## src/logic/fcsg_cfg.svh

```systemverilog
`ifndef FCSG_CFG_SVH
`define FCSG_CFG_SVH
`define FCSG_OP_READ 8'h03
`define FCSG_OP_FREAD 8'h0B
`define FCSG_OP_RDSR 8'h05
`define FCSG_OP_RDFSR 8'h70
`define FCSG_OP_PROG 8'h02
`define FCSG_OP_OTP 8'h42
`define FCSG_OP_SE 8'hD8
`define FCSG_OP_SSE 8'h20
`define FCSG_OP_WRSR 8'h01
`define FCSG_OP_WRNV 8'hB1
`define FCSG_OP_DIE 8'hC4
`define FCSG_OP_WRV 8'h81
`define FCSG_OP_WREV 8'h61
`define FCSG_OP_WREN 8'h06
`define FCSG_OP_WRDI 8'h04
`define FCSG_OP_CLFS 8'h50
`define FCSG_OP_WRLK 8'hE5
`define FCSG_OP_PSUS 8'h75
`define FCSG_OP_ESUS 8'hB0
`define FCSG_OP_CRC 8'h9B
`define FCSG_SUB_CRC 8'h27
`define FCSG_OPT_RANGE 8'hFE
`define FCSG_OP_RDCRC 8'h96
`define FCSG_CRC_POLY 64'h42F0E1EBA9EA3693
`define FCSG_VCFG_XIP_BIT 3
`define FCSG_NV_XIP_OFF 3'h7
`define FCSG_IDX_SUB 5'h01
`define FCSG_IDX_OPT 5'h02
`define FCSG_IDX_EXP 5'h03
`define FCSG_IDX_EXP_END 5'h0A
`define FCSG_IDX_START 5'h0B
`define FCSG_IDX_START_END 5'h0E
`define FCSG_IDX_STOP 5'h0F
`define FCSG_IDX_STOP_END 5'h12
`define FCSG_CRC_LEN 5'h13
`define FCSG_ADDR3_BYTES 3'h3
`define FCSG_ADDR4_BYTES 3'h4
`define FCSG_BYTE_BITS 4'h8
`define FCSG_CMD_EDGES 7'h08
`endif

```

## src/logic/fcsg_pkg.sv

```systemverilog
package fcsg_pkg;
	typedef enum logic [1:0] {
		ST_STANDBY = 2'h0,
		ST_BUSY = 2'h1,
		ST_SUSPEND = 2'h3,
		ST_ERASE_SUSP = 2'h2
	} fcsg_state_t;
	typedef enum logic [3:0] {
		CL_NONE, CL_RD_MEM, CL_RD_REG, CL_PROG, CL_ERASE,
		CL_WR_IDLE, CL_WR_ANY, CL_SUSP, CL_CRC
	} fcsg_class_t;
	typedef enum logic [1:0] {
		PH_IDLE = 2'h0,
		PH_CMD = 2'h1,
		PH_BODY = 2'h3
	} fcsg_phase_t;
endpackage : fcsg_pkg

```

## src/logic/fcsg_state_gate.sv

```systemverilog
`timescale 1ns/1ps
`include "fcsg_cfg.svh"

// How it works
// Range CRC opens with activation byte, CRC sub-command, range option byte.
// Bytes four to eleven carry expected 64-bit CRC, low byte first.
// Bytes twelve to fifteen carry the start address, low byte first.
// Bytes sixteen to nineteen carry the stop address, low byte first.
// CRC starts only on chip select rising after the last byte.
// One device state at a time; standby accepts all but suspend.
// Array reads refused during program or erase, accepted otherwise.
// Reads of the erase-suspended sector are accepted; data may be stale.
// Status and flag status reads accepted in every state.
// Array program in standby or erase suspend, never the suspended sector.
// Sector and subsector erase accepted only in standby.
// Status, nonvolatile, one-time area and die erase writes only in standby.
// Volatile, enable, disable, flag clear, lock writes refused only when busy.
// Suspend commands accepted only while program or erase runs.
// Execute in place: clear volatile bit 3, then confirm bit zero on fast read.
// In execute in place each frame starts with address, no command byte.
// Confirm bit one leaves execute in place and sets volatile bit 3.
// Nonvolatile field bits 11 to 9 make power-up enter execute in place.
// Confirm bit is the lowest data line in the first dummy clock.
// In dual mode the second data line is ignored in that clock.
// In quad mode lines one to three are ignored in that clock.
// Computed CRC is compared with expected; result shown as flag bit 4.
// CRC-64 standard polynomial, data fed low bit first, seed zero.
// Readback register cleared at CRC start, loaded only on mismatch.
// Refused commands change no state, operation or register.
// Range covers start through stop inclusive in ascending order.
module fcsg_state_gate #(
	parameter int SECT_LSB = 16
) (
	// Clock and reset
	input wire logic ref_clk_in,
	input wire logic rst_in,
	// Serial pins from the host
	input wire logic spi_cs_n_in,
	input wire logic spi_sck_in,
	input wire logic [3:0] spi_dq_in,
	// Configuration and device state
	input wire logic [1:0] io_lanes_in,
	input wire logic four_byte_addr_in,
	input wire logic [2:0] nv_xip_mode_in,
	input wire fcsg_pkg::fcsg_state_t dev_state_in,
	input wire logic [31-SECT_LSB:0] susp_sector_in,
	// Command outcome
	output logic op_done_out,
	output logic [7:0] op_code_out,
	output logic op_accept_out,
	output logic [31:0] op_addr_out,
	output logic xip_active_out,
	output logic vcfg_xip_n_out,
	// Array fetch for the CRC
	output logic array_rd_out,
	output logic [31:0] array_addr_out,
	input wire logic [7:0] array_data_in,
	input wire logic array_valid_in,
	// CRC result
	output logic crc_busy_out,
	output logic crc_fail_out,
	output logic [63:0] crc_readback_out
);
	import fcsg_pkg::*;

	logic cs_m_q, cs_s_q, cs_p_q, sck_m_q, sck_s_q, sck_p_q;
	logic [3:0] dq_m_q, dq_s_q;
	logic sck_rise, cs_rise, byte_end, commit, ok, crc_go, fr_ok, same_sect;
	logic [1:0] lsh;
	logic [3:0] step, bit_cnt_q;
	logic [4:0] byte_idx_q, abase, aend;
	logic [2:0] abytes;
	logic [6:0] edge_cnt_q, conf_edge;
	logic [7:0] sh_q, sh_nx, opcode_q, vdat_q;
	logic [31:0] addr_q, start_q, stop_q, array_addr_q;
	logic [63:0] exp_q, crc_q, crc_nx, crc_readback_q;
	logic pre_q, range_q, conf_q, conf_seen_q, init_q, xip_active_q, vcfg_xip_n_q;
	logic op_done_q, op_accept_q, crc_busy_q, crc_fail_q;
	logic [7:0] op_code_q;
	logic [31:0] op_addr_q;
	fcsg_phase_t phase_q;
	fcsg_class_t cls;

	function automatic fcsg_class_t op_class(input logic [7:0] op);
		fcsg_class_t c;
		c = CL_NONE;
		case (op)
			`FCSG_OP_READ, `FCSG_OP_FREAD: c = CL_RD_MEM;
			`FCSG_OP_RDSR, `FCSG_OP_RDFSR, `FCSG_OP_RDCRC: c = CL_RD_REG;
			`FCSG_OP_PROG: c = CL_PROG;
			`FCSG_OP_SE, `FCSG_OP_SSE: c = CL_ERASE;
			`FCSG_OP_WRSR, `FCSG_OP_WRNV, `FCSG_OP_OTP, `FCSG_OP_DIE: c = CL_WR_IDLE;
			`FCSG_OP_WRV, `FCSG_OP_WREV, `FCSG_OP_WREN: c = CL_WR_ANY;
			`FCSG_OP_WRDI, `FCSG_OP_CLFS, `FCSG_OP_WRLK: c = CL_WR_ANY;
			`FCSG_OP_PSUS, `FCSG_OP_ESUS: c = CL_SUSP;
			`FCSG_OP_CRC: c = CL_CRC;
			default: c = CL_NONE;
		endcase
		return c;
	endfunction : op_class

	function automatic logic op_allowed(input fcsg_state_t st, input fcsg_class_t c,
		input logic same);
		logic g;
		g = 1'b0;
		case (c)
			CL_RD_MEM: g = st != ST_BUSY;
			CL_RD_REG: g = 1'b1;
			CL_PROG: g = st == ST_STANDBY || (st == ST_ERASE_SUSP && !same);
			CL_ERASE: g = st == ST_STANDBY;
			CL_WR_IDLE, CL_CRC: g = st == ST_STANDBY;
			CL_WR_ANY: g = st != ST_BUSY;
			CL_SUSP: g = st == ST_BUSY;
			default: g = 1'b0;
		endcase
		return g;
	endfunction : op_allowed

	// Bits fed low first into a left-shifting register
	function automatic logic [63:0] crc_byte(input logic [63:0] c, input logic [7:0] d);
		logic [63:0] r;
		r = c;
		for (int i = 0; i < 8; i++)
		begin
			r = {r[62:0], 1'b0} ^ ((r[63] ^ d[i]) ? `FCSG_CRC_POLY : 64'h0);
		end
		return r;
	endfunction : crc_byte

	// Pins cross into the clock domain through two flops each
	always_ff @(posedge ref_clk_in)
	begin
		if (rst_in)
		begin
			{cs_m_q, cs_s_q, cs_p_q} <= 3'h7;
			{sck_m_q, sck_s_q, sck_p_q} <= 3'h0;
			dq_m_q <= 4'h0;
			dq_s_q <= 4'h0;
		end
		else
		begin
			{cs_m_q, cs_s_q, cs_p_q} <= {spi_cs_n_in, cs_m_q, cs_s_q};
			{sck_m_q, sck_s_q, sck_p_q} <= {spi_sck_in, sck_m_q, sck_s_q};
			dq_m_q <= spi_dq_in;
			dq_s_q <= dq_m_q;
		end
	end

	assign sck_rise = sck_s_q & ~sck_p_q & ~cs_s_q;
	assign cs_rise = cs_s_q & ~cs_p_q;
	// Lane code 3 is treated as quad
	assign lsh = io_lanes_in[1] ? 2'h2 : {1'b0, io_lanes_in[0]};
	assign step = 4'h1 << lsh;
	assign byte_end = sck_rise && (bit_cnt_q + step) == `FCSG_BYTE_BITS;
	assign abytes = four_byte_addr_in ? `FCSG_ADDR4_BYTES : `FCSG_ADDR3_BYTES;
	assign abase = {4'h0, ~xip_active_q};
	assign aend = abase + {2'h0, abytes};
	assign conf_edge = (xip_active_q ? 7'h00 : (`FCSG_CMD_EDGES >> lsh))
		+ ({1'b0, abytes, 3'h0} >> lsh);

	always_comb
	begin
		case (lsh)
			2'h0: sh_nx = {sh_q[6:0], dq_s_q[0]};
			2'h1: sh_nx = {sh_q[5:0], dq_s_q[1:0]};
			default: sh_nx = {sh_q[3:0], dq_s_q};
		endcase
	end

	// Frame phase and counters; cleared whenever the chip is deselected
	always_ff @(posedge ref_clk_in)
	begin
		if (rst_in || cs_s_q)
		begin
			phase_q <= PH_IDLE;
			bit_cnt_q <= 4'h0;
			byte_idx_q <= 5'h00;
			edge_cnt_q <= 7'h00;
		end
		else if (sck_rise)
		begin
			edge_cnt_q <= (&edge_cnt_q) ? edge_cnt_q : edge_cnt_q + 7'h01;
			bit_cnt_q <= byte_end ? 4'h0 : bit_cnt_q + step;
			if (byte_end && !(&byte_idx_q))
				byte_idx_q <= byte_idx_q + 5'h01;
			unique case (phase_q)
				PH_IDLE: phase_q <= xip_active_q ? PH_BODY : PH_CMD;
				PH_CMD: phase_q <= byte_end ? PH_BODY : PH_CMD;
				PH_BODY: phase_q <= PH_BODY;
				default: phase_q <= PH_IDLE;
			endcase
		end
	end

	// Byte capture
	always_ff @(posedge ref_clk_in)
	begin
		if (rst_in)
		begin
			sh_q <= 8'h00;
			opcode_q <= 8'h00;
			vdat_q <= 8'h00;
			addr_q <= 32'h0;
			exp_q <= 64'h0;
			start_q <= 32'h0;
			stop_q <= 32'h0;
			{pre_q, range_q, conf_q, conf_seen_q} <= 4'h0;
		end
		else if (cs_s_q)
		begin
			// Execute in place implies a fast read with no opcode
			opcode_q <= xip_active_q ? `FCSG_OP_FREAD : 8'h00;
			addr_q <= 32'h0;
			{pre_q, range_q, conf_seen_q} <= 3'h0;
		end
		else if (sck_rise)
		begin
			sh_q <= sh_nx;
			// Only the lowest line counts; the others are don't care
			if (edge_cnt_q == conf_edge && opcode_q == `FCSG_OP_FREAD)
			begin
				conf_q <= dq_s_q[0];
				conf_seen_q <= 1'b1;
			end
			if (byte_end && phase_q == PH_CMD)
				opcode_q <= sh_nx;
			else if (byte_end)
			begin
				if (byte_idx_q >= abase && byte_idx_q < aend)
					addr_q <= {addr_q[23:0], sh_nx};
				if (byte_idx_q == `FCSG_IDX_SUB)
				begin
					pre_q <= sh_nx == `FCSG_SUB_CRC;
					vdat_q <= sh_nx;
				end
				if (byte_idx_q == `FCSG_IDX_OPT)
					range_q <= pre_q && sh_nx == `FCSG_OPT_RANGE;
				if (byte_idx_q >= `FCSG_IDX_EXP && byte_idx_q <= `FCSG_IDX_EXP_END)
					exp_q <= {sh_nx, exp_q[63:8]};
				if (byte_idx_q >= `FCSG_IDX_START && byte_idx_q <= `FCSG_IDX_START_END)
					start_q <= {sh_nx, start_q[31:8]};
				if (byte_idx_q >= `FCSG_IDX_STOP && byte_idx_q <= `FCSG_IDX_STOP_END)
					stop_q <= {sh_nx, stop_q[31:8]};
			end
		end
	end

	// A frame ending mid-byte is void
	assign commit = cs_rise && phase_q != PH_IDLE && bit_cnt_q == 4'h0;
	assign cls = op_class(opcode_q);
	assign same_sect = addr_q[31:SECT_LSB] == susp_sector_in;
	assign ok = op_allowed(dev_state_in, cls, same_sect) && (cls != CL_CRC
		|| (range_q && byte_idx_q == `FCSG_CRC_LEN && start_q <= stop_q && !crc_busy_q));
	assign crc_go = commit && ok && cls == CL_CRC;
	assign fr_ok = commit && ok && opcode_q == `FCSG_OP_FREAD && conf_seen_q;

	// Refused commands only report; nothing else moves
	always_ff @(posedge ref_clk_in)
	begin
		if (rst_in)
		begin
			op_done_q <= 1'b0;
			op_accept_q <= 1'b0;
			op_code_q <= 8'h00;
			op_addr_q <= 32'h0;
		end
		else
		begin
			op_done_q <= commit;
			if (commit)
			begin
				op_accept_q <= ok;
				op_code_q <= opcode_q;
				op_addr_q <= addr_q;
			end
		end
	end

	// Execute-in-place control
	always_ff @(posedge ref_clk_in)
	begin
		if (rst_in)
		begin
			init_q <= 1'b0;
			xip_active_q <= 1'b0;
			vcfg_xip_n_q <= 1'b1;
		end
		else if (!init_q)
		begin
			init_q <= 1'b1;
			xip_active_q <= nv_xip_mode_in != `FCSG_NV_XIP_OFF;
		end
		else if (fr_ok && xip_active_q && conf_q)
		begin
			xip_active_q <= 1'b0;
			vcfg_xip_n_q <= 1'b1;
		end
		else if (fr_ok && !xip_active_q && !vcfg_xip_n_q && !conf_q)
			xip_active_q <= 1'b1;
		else if (commit && ok && opcode_q == `FCSG_OP_WRV && byte_idx_q > `FCSG_IDX_SUB)
			vcfg_xip_n_q <= vdat_q[`FCSG_VCFG_XIP_BIT];
	end

	// CRC engine: one array byte per accepted fetch
	assign crc_nx = crc_byte(crc_q, array_data_in);
	always_ff @(posedge ref_clk_in)
	begin
		if (rst_in)
		begin
			crc_busy_q <= 1'b0;
			crc_fail_q <= 1'b0;
			crc_q <= 64'h0;
			crc_readback_q <= 64'h0;
			array_addr_q <= 32'h0;
		end
		else if (crc_go)
		begin
			crc_q <= 64'h0;
			crc_readback_q <= 64'h0;
			crc_fail_q <= 1'b0;
			array_addr_q <= start_q;
			crc_busy_q <= 1'b1;
		end
		else if (crc_busy_q && array_valid_in)
		begin
			crc_q <= crc_nx;
			if (array_addr_q == stop_q)
			begin
				crc_busy_q <= 1'b0;
				crc_fail_q <= crc_nx != exp_q;
				if (crc_nx != exp_q)
					crc_readback_q <= crc_nx;
			end
			else
				array_addr_q <= array_addr_q + 32'h1;
		end
	end

	assign op_done_out = op_done_q;
	assign op_code_out = op_code_q;
	assign op_accept_out = op_accept_q;
	assign op_addr_out = op_addr_q;
	assign xip_active_out = xip_active_q;
	assign vcfg_xip_n_out = vcfg_xip_n_q;
	assign array_rd_out = crc_busy_q;
	assign array_addr_out = array_addr_q;
	assign crc_busy_out = crc_busy_q;
	assign crc_fail_out = crc_fail_q;
	assign crc_readback_out = crc_readback_q;
endmodule : fcsg_state_gate

```

## config.mk

```make
export PLATFORM = sky130hd
export DESIGN_NAME = fcsg_state_gate
export DESIGN_NICKNAME = d
export VERILOG_FILES = /design/src/logic/fcsg_pkg.sv /design/src/logic/fcsg_state_gate.sv
export VERILOG_INCLUDE_DIRS = /design/src /design/src/logic
export SDC_FILE = /design/constraint.sdc
export NUM_CORES = 1
export LEC_CHECK = 0
export ABC_AREA = 1
export BUFFER_PORTS_ARGS = -buffer_cell sky130_fd_sc_hd__buf_2
export CAP_MARGIN = 20
export CORE_MARGIN = 1
export CORE_UTILIZATION = 41
export CTS_CLUSTER_DIAMETER = 60
export DETAILED_ROUTE_END_ITERATION = 12
export HOLD_SLACK_MARGIN = 0.03
export SLEW_MARGIN = 20
export SYNTH_ARGS = -nofsm -noshare
export SYNTH_HDL_FRONTEND = slang
export SYNTH_SLANG_ARGS = --single-unit
```

## constraint.sdc

```tcl
create_clock -name ref_clk_in -period 5.6 [get_ports ref_clk_in]
set_input_delay 1.12 -clock ref_clk_in [delete_from_list [all_inputs] [get_ports ref_clk_in]]
set_output_delay 1.12 -clock ref_clk_in [all_outputs]
set_load 0.02 [all_outputs]
```

# Word level (Yosys, flattened, before mapping)
# Cells that the tools add are included.
dict set report totals {
  wordCells 241
  output_inout_bits 143
  reg_bits 422
}
dict set report op_classes {
  eq_ne 50
  n_mux 35
  magnitude_cmp 10
  bitwise_logic 25
  add_sub_neg 6
  n_shift 3
  reduce_logical 77
}
# cell count
set ops {}
lappend ops {{$xor A64 B63 Y64} 8}
lappend ops {{$mux W63} 8}
lappend ops {{$mux W32} 3}
lappend ops {{$eq A8 B8 Y1 const B} 9}
lappend ops {{$ne A64 B64 Y1} 1}
lappend ops {{$eq A8 B7 Y1 const B} 5}
lappend ops {{$add A32 B1 Y32 const B} 1}
lappend ops {{$eq A32 B32 Y1} 1}
lappend ops {{$le A32 B32 Y1} 1}
lappend ops {{$pmux W4 S8} 1}
lappend ops {{$logic_and A1 B1 Y1} 28}
lappend ops {{$reduce_and A5 Y1} 5}
lappend ops {{$eq A8 B3 Y1 const B} 3}
lappend ops {{$mux W8} 3}
lappend ops {{$eq A16 B16 Y1} 1}
lappend ops {{$eq A4 B3 Y1 const B} 4}
lappend ops {{$eq A8 B2 Y1 const B} 2}
lappend ops {{$eq A8 B6 Y1 const B} 2}
lappend ops {{$pmux W8 S2} 1}
lappend ops {{$reduce_and A2 Y1} 8}
lappend ops {{$reduce_and A4 Y1} 3}
lappend ops {{$reduce_bool A2 Y1} 6}
lappend ops {{$reduce_or A2 Y1} 6}
lappend ops {{$ge A5 B4 Y1 const B} 2}
lappend ops {{49 further kinds} 94}

# Longest topological paths before layout
dict set report logic_depth {
  word_depth 26
  ltp_mapped 27
}

# Worst setup path after synthesis
# No wires, ideal clock.
dict set report synth_path {
  path_type {input to register}
  start {input io_lanes_in[1]}
  end {register exp_q[57]}
  arrival_time_ns 3.566
  setup_ns 0.123
  required_ns 5.477
  path_buffers 3
  path_stages 14
  setup_slack_ns 1.911
  path_cell_list {clkbuf_1 > nor2_1 > ha_1 > fa_1 > xnor2_1 > nand2_1 > nor2_1 > nand2_1 > nor2_1 > nand2_1 > inv_1 > clkbuf_1 > buf_2 > a21oi_1}
}
dict set report synth_via {
  elab_chain_cells 8
}
# element line
set synth_lines {}
lappend synth_lines {{from (decl)} fcsg_state_gate.sv:42} ;# input wire logic [1:0] io_lanes_in,
lappend synth_lines {{$mux W2 *} fcsg_state_gate.sv:152} ;# assign lsh = io_lanes_in[1] ? 2'h2 : {1'b0, io_lanes_in[0]};
lappend synth_lines {{$shl A1 B2 Y4} fcsg_state_gate.sv:153} ;# assign step = 4'h1 << lsh;
lappend synth_lines {{$add A4 B4 Y4} fcsg_state_gate.sv:154} ;# assign byte_end = sck_rise && (bit_cnt_q + step) == `FCSG_BYTE_BITS;
lappend synth_lines {{$eq A4 B4 Y1 (no line)} -}
lappend synth_lines {{$logic_and A1 B1 Y1 (no line)} -}
lappend synth_lines {{$logic_and A1 B1 Y1} fcsg_state_gate.sv:225} ;# if (byte_end && phase_q == PH_CMD)
lappend synth_lines {{$not A1 Y1 (no line)} -}
lappend synth_lines {{$reduce_and A5 Y1 (no line)} -}
lappend synth_lines {{to (signal assigned)} fcsg_state_gate.sv:239} ;# exp_q <= {sh_nx, exp_q[63:8]};
lappend synth_lines {{to (decl)} fcsg_state_gate.sv:76} ;# logic [63:0] exp_q, crc_q, crc_nx, crc_readback_q;
# Mark *: on every way between the ends. The rest lies on a longest branch, timed or not.
# A chain may end at the register's enable or synchronous reset.

# Worst setup path in the final report
dict set report layout_path {
  start {input array_data_in[0]}
  end {register crc_readback_q[59] (netlist: crc_readback_out[59])}
}
dict set report layout_via {
  elab_chain_cells 18
}
# element line
set layout_lines {}
lappend layout_lines {{from (decl)} fcsg_state_gate.sv:57} ;# input wire logic [7:0] array_data_in,
lappend layout_lines {{$xor A1 B1 Y1 *} fcsg_state_gate.sv:125} ;# r = {r[62:0], 1'b0} ^ ((r[63] ^ d[i]) ? `FCSG_CRC_POLY : 64'h0);
lappend layout_lines {{$mux W63 *} fcsg_state_gate.sv:125}
lappend layout_lines {{$xor A64 B63 Y64 * (2 in series)} fcsg_state_gate.sv:125}
lappend layout_lines {{$xor A1 B1 Y1} fcsg_state_gate.sv:125}
lappend layout_lines {{$mux W63} fcsg_state_gate.sv:125}
lappend layout_lines {{$xor A64 B63 Y64 * (2 in series)} fcsg_state_gate.sv:125}
lappend layout_lines {{$xor A1 B1 Y1} fcsg_state_gate.sv:125}
lappend layout_lines {{$mux W63} fcsg_state_gate.sv:125}
lappend layout_lines {{$xor A64 B63 Y64 * (2 in series)} fcsg_state_gate.sv:125}
lappend layout_lines {{$xor A1 B1 Y1} fcsg_state_gate.sv:125}
lappend layout_lines {{$mux W63} fcsg_state_gate.sv:125}
lappend layout_lines {{$xor A64 B63 Y64 * (2 in series)} fcsg_state_gate.sv:125}
lappend layout_lines {{$ne A64 B64 Y1} fcsg_state_gate.sv:331} ;# if (crc_nx != exp_q)
lappend layout_lines {{$reduce_and A3 Y1 (no line)} -}
lappend layout_lines {{to (signal assigned)} fcsg_state_gate.sv:332} ;# crc_readback_q <= crc_nx;
lappend layout_lines {{to (decl)} fcsg_state_gate.sv:76}
# Marked as above.

==> flow_summary.toml <==
[setup_path]
cp.arrival_ns = 4.91
path_class = "primary input to register"
required_ns = 6.10
worst_path_largest_cell_delay_ns = 0.35
cp_slowest_cell = "nand2_2"
startpoint_type = "primary input"
crit_start = "array_data_in[0]"
cp_max_fo = 91
r2r_start = "crc_q[63]$_SDFFE_PP0P_"
path_common_cell = "nand2_1"
critPathCaptureType = "register"

[power]
ir_worst_vdd_mv = 0.223
p_switching_uw = 1900
pwr-share-comb_pct = 10.3
power_density_mw_per_mm2 = 280
total_power_uw = 7000
internal_power_uw = 5100
power.clock.fraction_pct = 46.9
p_leak_uw = 0.0113
swShare_pct = 27.1
power_frac_seq_pct = 42.8

[cells_and_area]
fin_nets = 3478
final_cell_mix = "nand2_1 (786), dfxtp_1 (419), nor2_1 (401)"
drive_above_1_share_pct = 10.8
syn_to_final_growth_pct = 14.0
final_common_cell = "nand2_1"

[logic_synthesis]
syn-num-nets = 3349
syn_area_mm2 = 0.0219
yosysTopAreaCell = "dfxtp_1"
synth_top_area_share_pct = 38.3
synthTopCellsByArea = "dfxtp_1 (38%), nand2_1 (14%), nor2_1 (6.9%)"
ys_ff_latch = 419
synthCells = 3253
yosysWarnings = 0
yosysSeqAreaShare_pct = 38.3
ys_types = 46
synth_area_per_cell_um2 = 6.74

[drt]
detail_route.iter0.violations = 1725
vias = 21200
vias_per_cell = 5.15
firstDrtPassIters = 6
wirelength_um = 71200
postRouteAntennaNets = 0
wl_per_cell_um = 17.3
drc = 0

[cts]
h-tree-depth = 2
cts_setup_buffers = 0
cts_sinks = 419
hold_buffers = 0
clkTransAtPathRegs_ns = 0.06
cts_tree = "built"
cts_buffer_depth = 3
post_cts_resize_count = 0
clk_latency_ns = 0.61
cts_buffers = 51
cts.root.buffer_cell = "clkbuf_16"

[place]
place_congestion = 0.956
io_buffers = 183
hpwl_um = 50700
dp_slack_ns = 0.676

[grt]
grt_first_pass_wirelength_um = 110000
grt_usage_pct = 25.8
grt_max_degree = 185
grt_pass1_vias = 19100
grt_overflow = 0
antenna_found_initial = 0

[floorplan]
die_area_mm2 = 0.0544
core_area_mm2 = 0.0527
die_x_um = 233
initial_core_util_pct = 41.6
ioPinCount = 184
die_h_um = 233
rows = 84

[timing]
fmax_mhz = 227
worstMarginPinSlew_ns = 1.00
slew_headroom_pct = 33.1
layout_setup_ws_ns = 1.19
post-route-min-period_ns = 4.41
fin_setup_tns_ns = 0
post-route-period-util_pct = 78.8
hold_viol = 0
slew_violations = 0
setup_violations = 0
rsz0062_at_grt = "false"
fin_skew_ns = 0.0263

[outcome]
status = "finished, final reports clean"

[worst_hold_path]
hp-class = "register to register"
worstHoldStart = "dq_m_q[3]$_SDFF_PP0_"

[flow_run]
drv_cap = 0
[synthesized netlist by cell type, drive strengths merged]
| library cell | number |
|---|---|
| nand2 | 819 |
| dfxtp | 419 |
| nor2 | 403 |
| inv | 359 |
| a21oi | 292 |
| o21ai | 252 |
| nand3 | 179 |
| clkbuf | 100 |
| xor2 | 100 |
| ha | 53 |
| buf | 41 |
| a211oi | 30 |
| xnor2 | 30 |
| nor3 | 29 |
| nand4 | 26 |
| nand3b | 23 |
| or2 | 21 |
| o22ai | 18 |
| nor4 | 13 |
| a221oi | 10 |
| a31oi | 9 |
| clkinv | 5 |
| and3 | 3 |
| o21a | 3 |
| fa | 2 |
| nor3b | 2 |
| o31ai | 2 |
| xnor3 | 2 |
| a21boi | 1 |
| a22o | 1 |
| conb | 1 |
| mux2i | 1 |
| nand2b | 1 |
| o2111ai | 1 |
| o211ai | 1 |
| o221ai | 1 |
[layout make-up]
cell class	count	area (µm²)
antenna	1	2.50
tap	688	861
fill	5499	27600
clock buffer	73	1510
timing repair buffer	217	1200
multi-input combinational	2329	11500
inverter	364	1370
clock inverter	19	146
sequential	419	8390
[power by group through the flow]
stage	Combinational [µW]	Clock, µW	Sequential (µW)
after global routing	795	3440	3000
after global placement	715	0	3060
after CTS	714	3330	3000
after floorplan	482	0	3060
after detailed placement	711	0	3060
final	724	3280	3000
[sequential cells by signal, indices dropped and copies added (netlist names), 32 cells and up]
register / cells
addr_q: 32
exp_q: 64
crc_q: 64
stop_q: 32
op_addr_out: 32
array_addr_out: 32
crc_readback_out: 64
start_q: 32
[worst max-delay path, delay by kind of cell]
kind,cells,cell delay [ns]
buffers and inverters,3,0.43
AND/OR/NAND/NOR,23,3.17
[layer usage]
| metal | part of all wire [%] | up-vias | track usage (%) |
|---|---|---|---|
| li1 | - | 10700 | - |
| met1 | 46 | 9720 | 34.9 |
| met2 | 46 | 599 | 42.2 |
| met3 | 5.3 | 119 | 3.30 |
| met4 | 3.0 | 0 | 8.88 |
| met5 | 0 | - | 0 |
[final timing paths]
| kind | end | slack, ns | cells past startpoint |
|---|---|---|---|
| worst max-delay path | crc_readback_out[59]$_SDFFE_PP0P_ | 1.19 | 26 |
| worst min-delay path | dq_s_q[3]$_SDFF_PP0_ | 0.40 | 2 |
| worst max register to register | crc_readback_out[59]$_SDFFE_PP0P_ | 1.46 | 24 |
| worst min register to register | dq_s_q[3]$_SDFF_PP0_ | 0.40 | 2 |
[metrics by stage]
stage / utilization [%] / area (µm²) / hold slack, ns / instances
global placement: 44.3 / 23300 / 0.394 / 4017
global route: 47.5 / 25000 / 0.416 / 4109
CTS: 47.5 / 25000 / 0.401 / 4109
floorplan: - / 21900 / 0.388 / 3253
finish: 47.5 / 25000 / 0.400 / 4110
detailed placement: 44.3 / 23300 / 0.393 / 4017
[cell families (layout without fill, tap and decap cells)]
kind of cell | Yosys count | count (layout) | synth area share (%)
fa+ha+maj | 55 | 55 | 3.21
buf+inv | 505 | 673 | 9.24
mux | 1 | 1 | 0.0457
other cells | 1 | 2 | 0.0171
xor+xnor | 132 | 132 | 5.43
simple gates | 1519 | 1519 | 28.8
flops | 419 | 419 | 38.3
compound gates | 621 | 621 | 15.0
(Power assumes the default switching activity.)
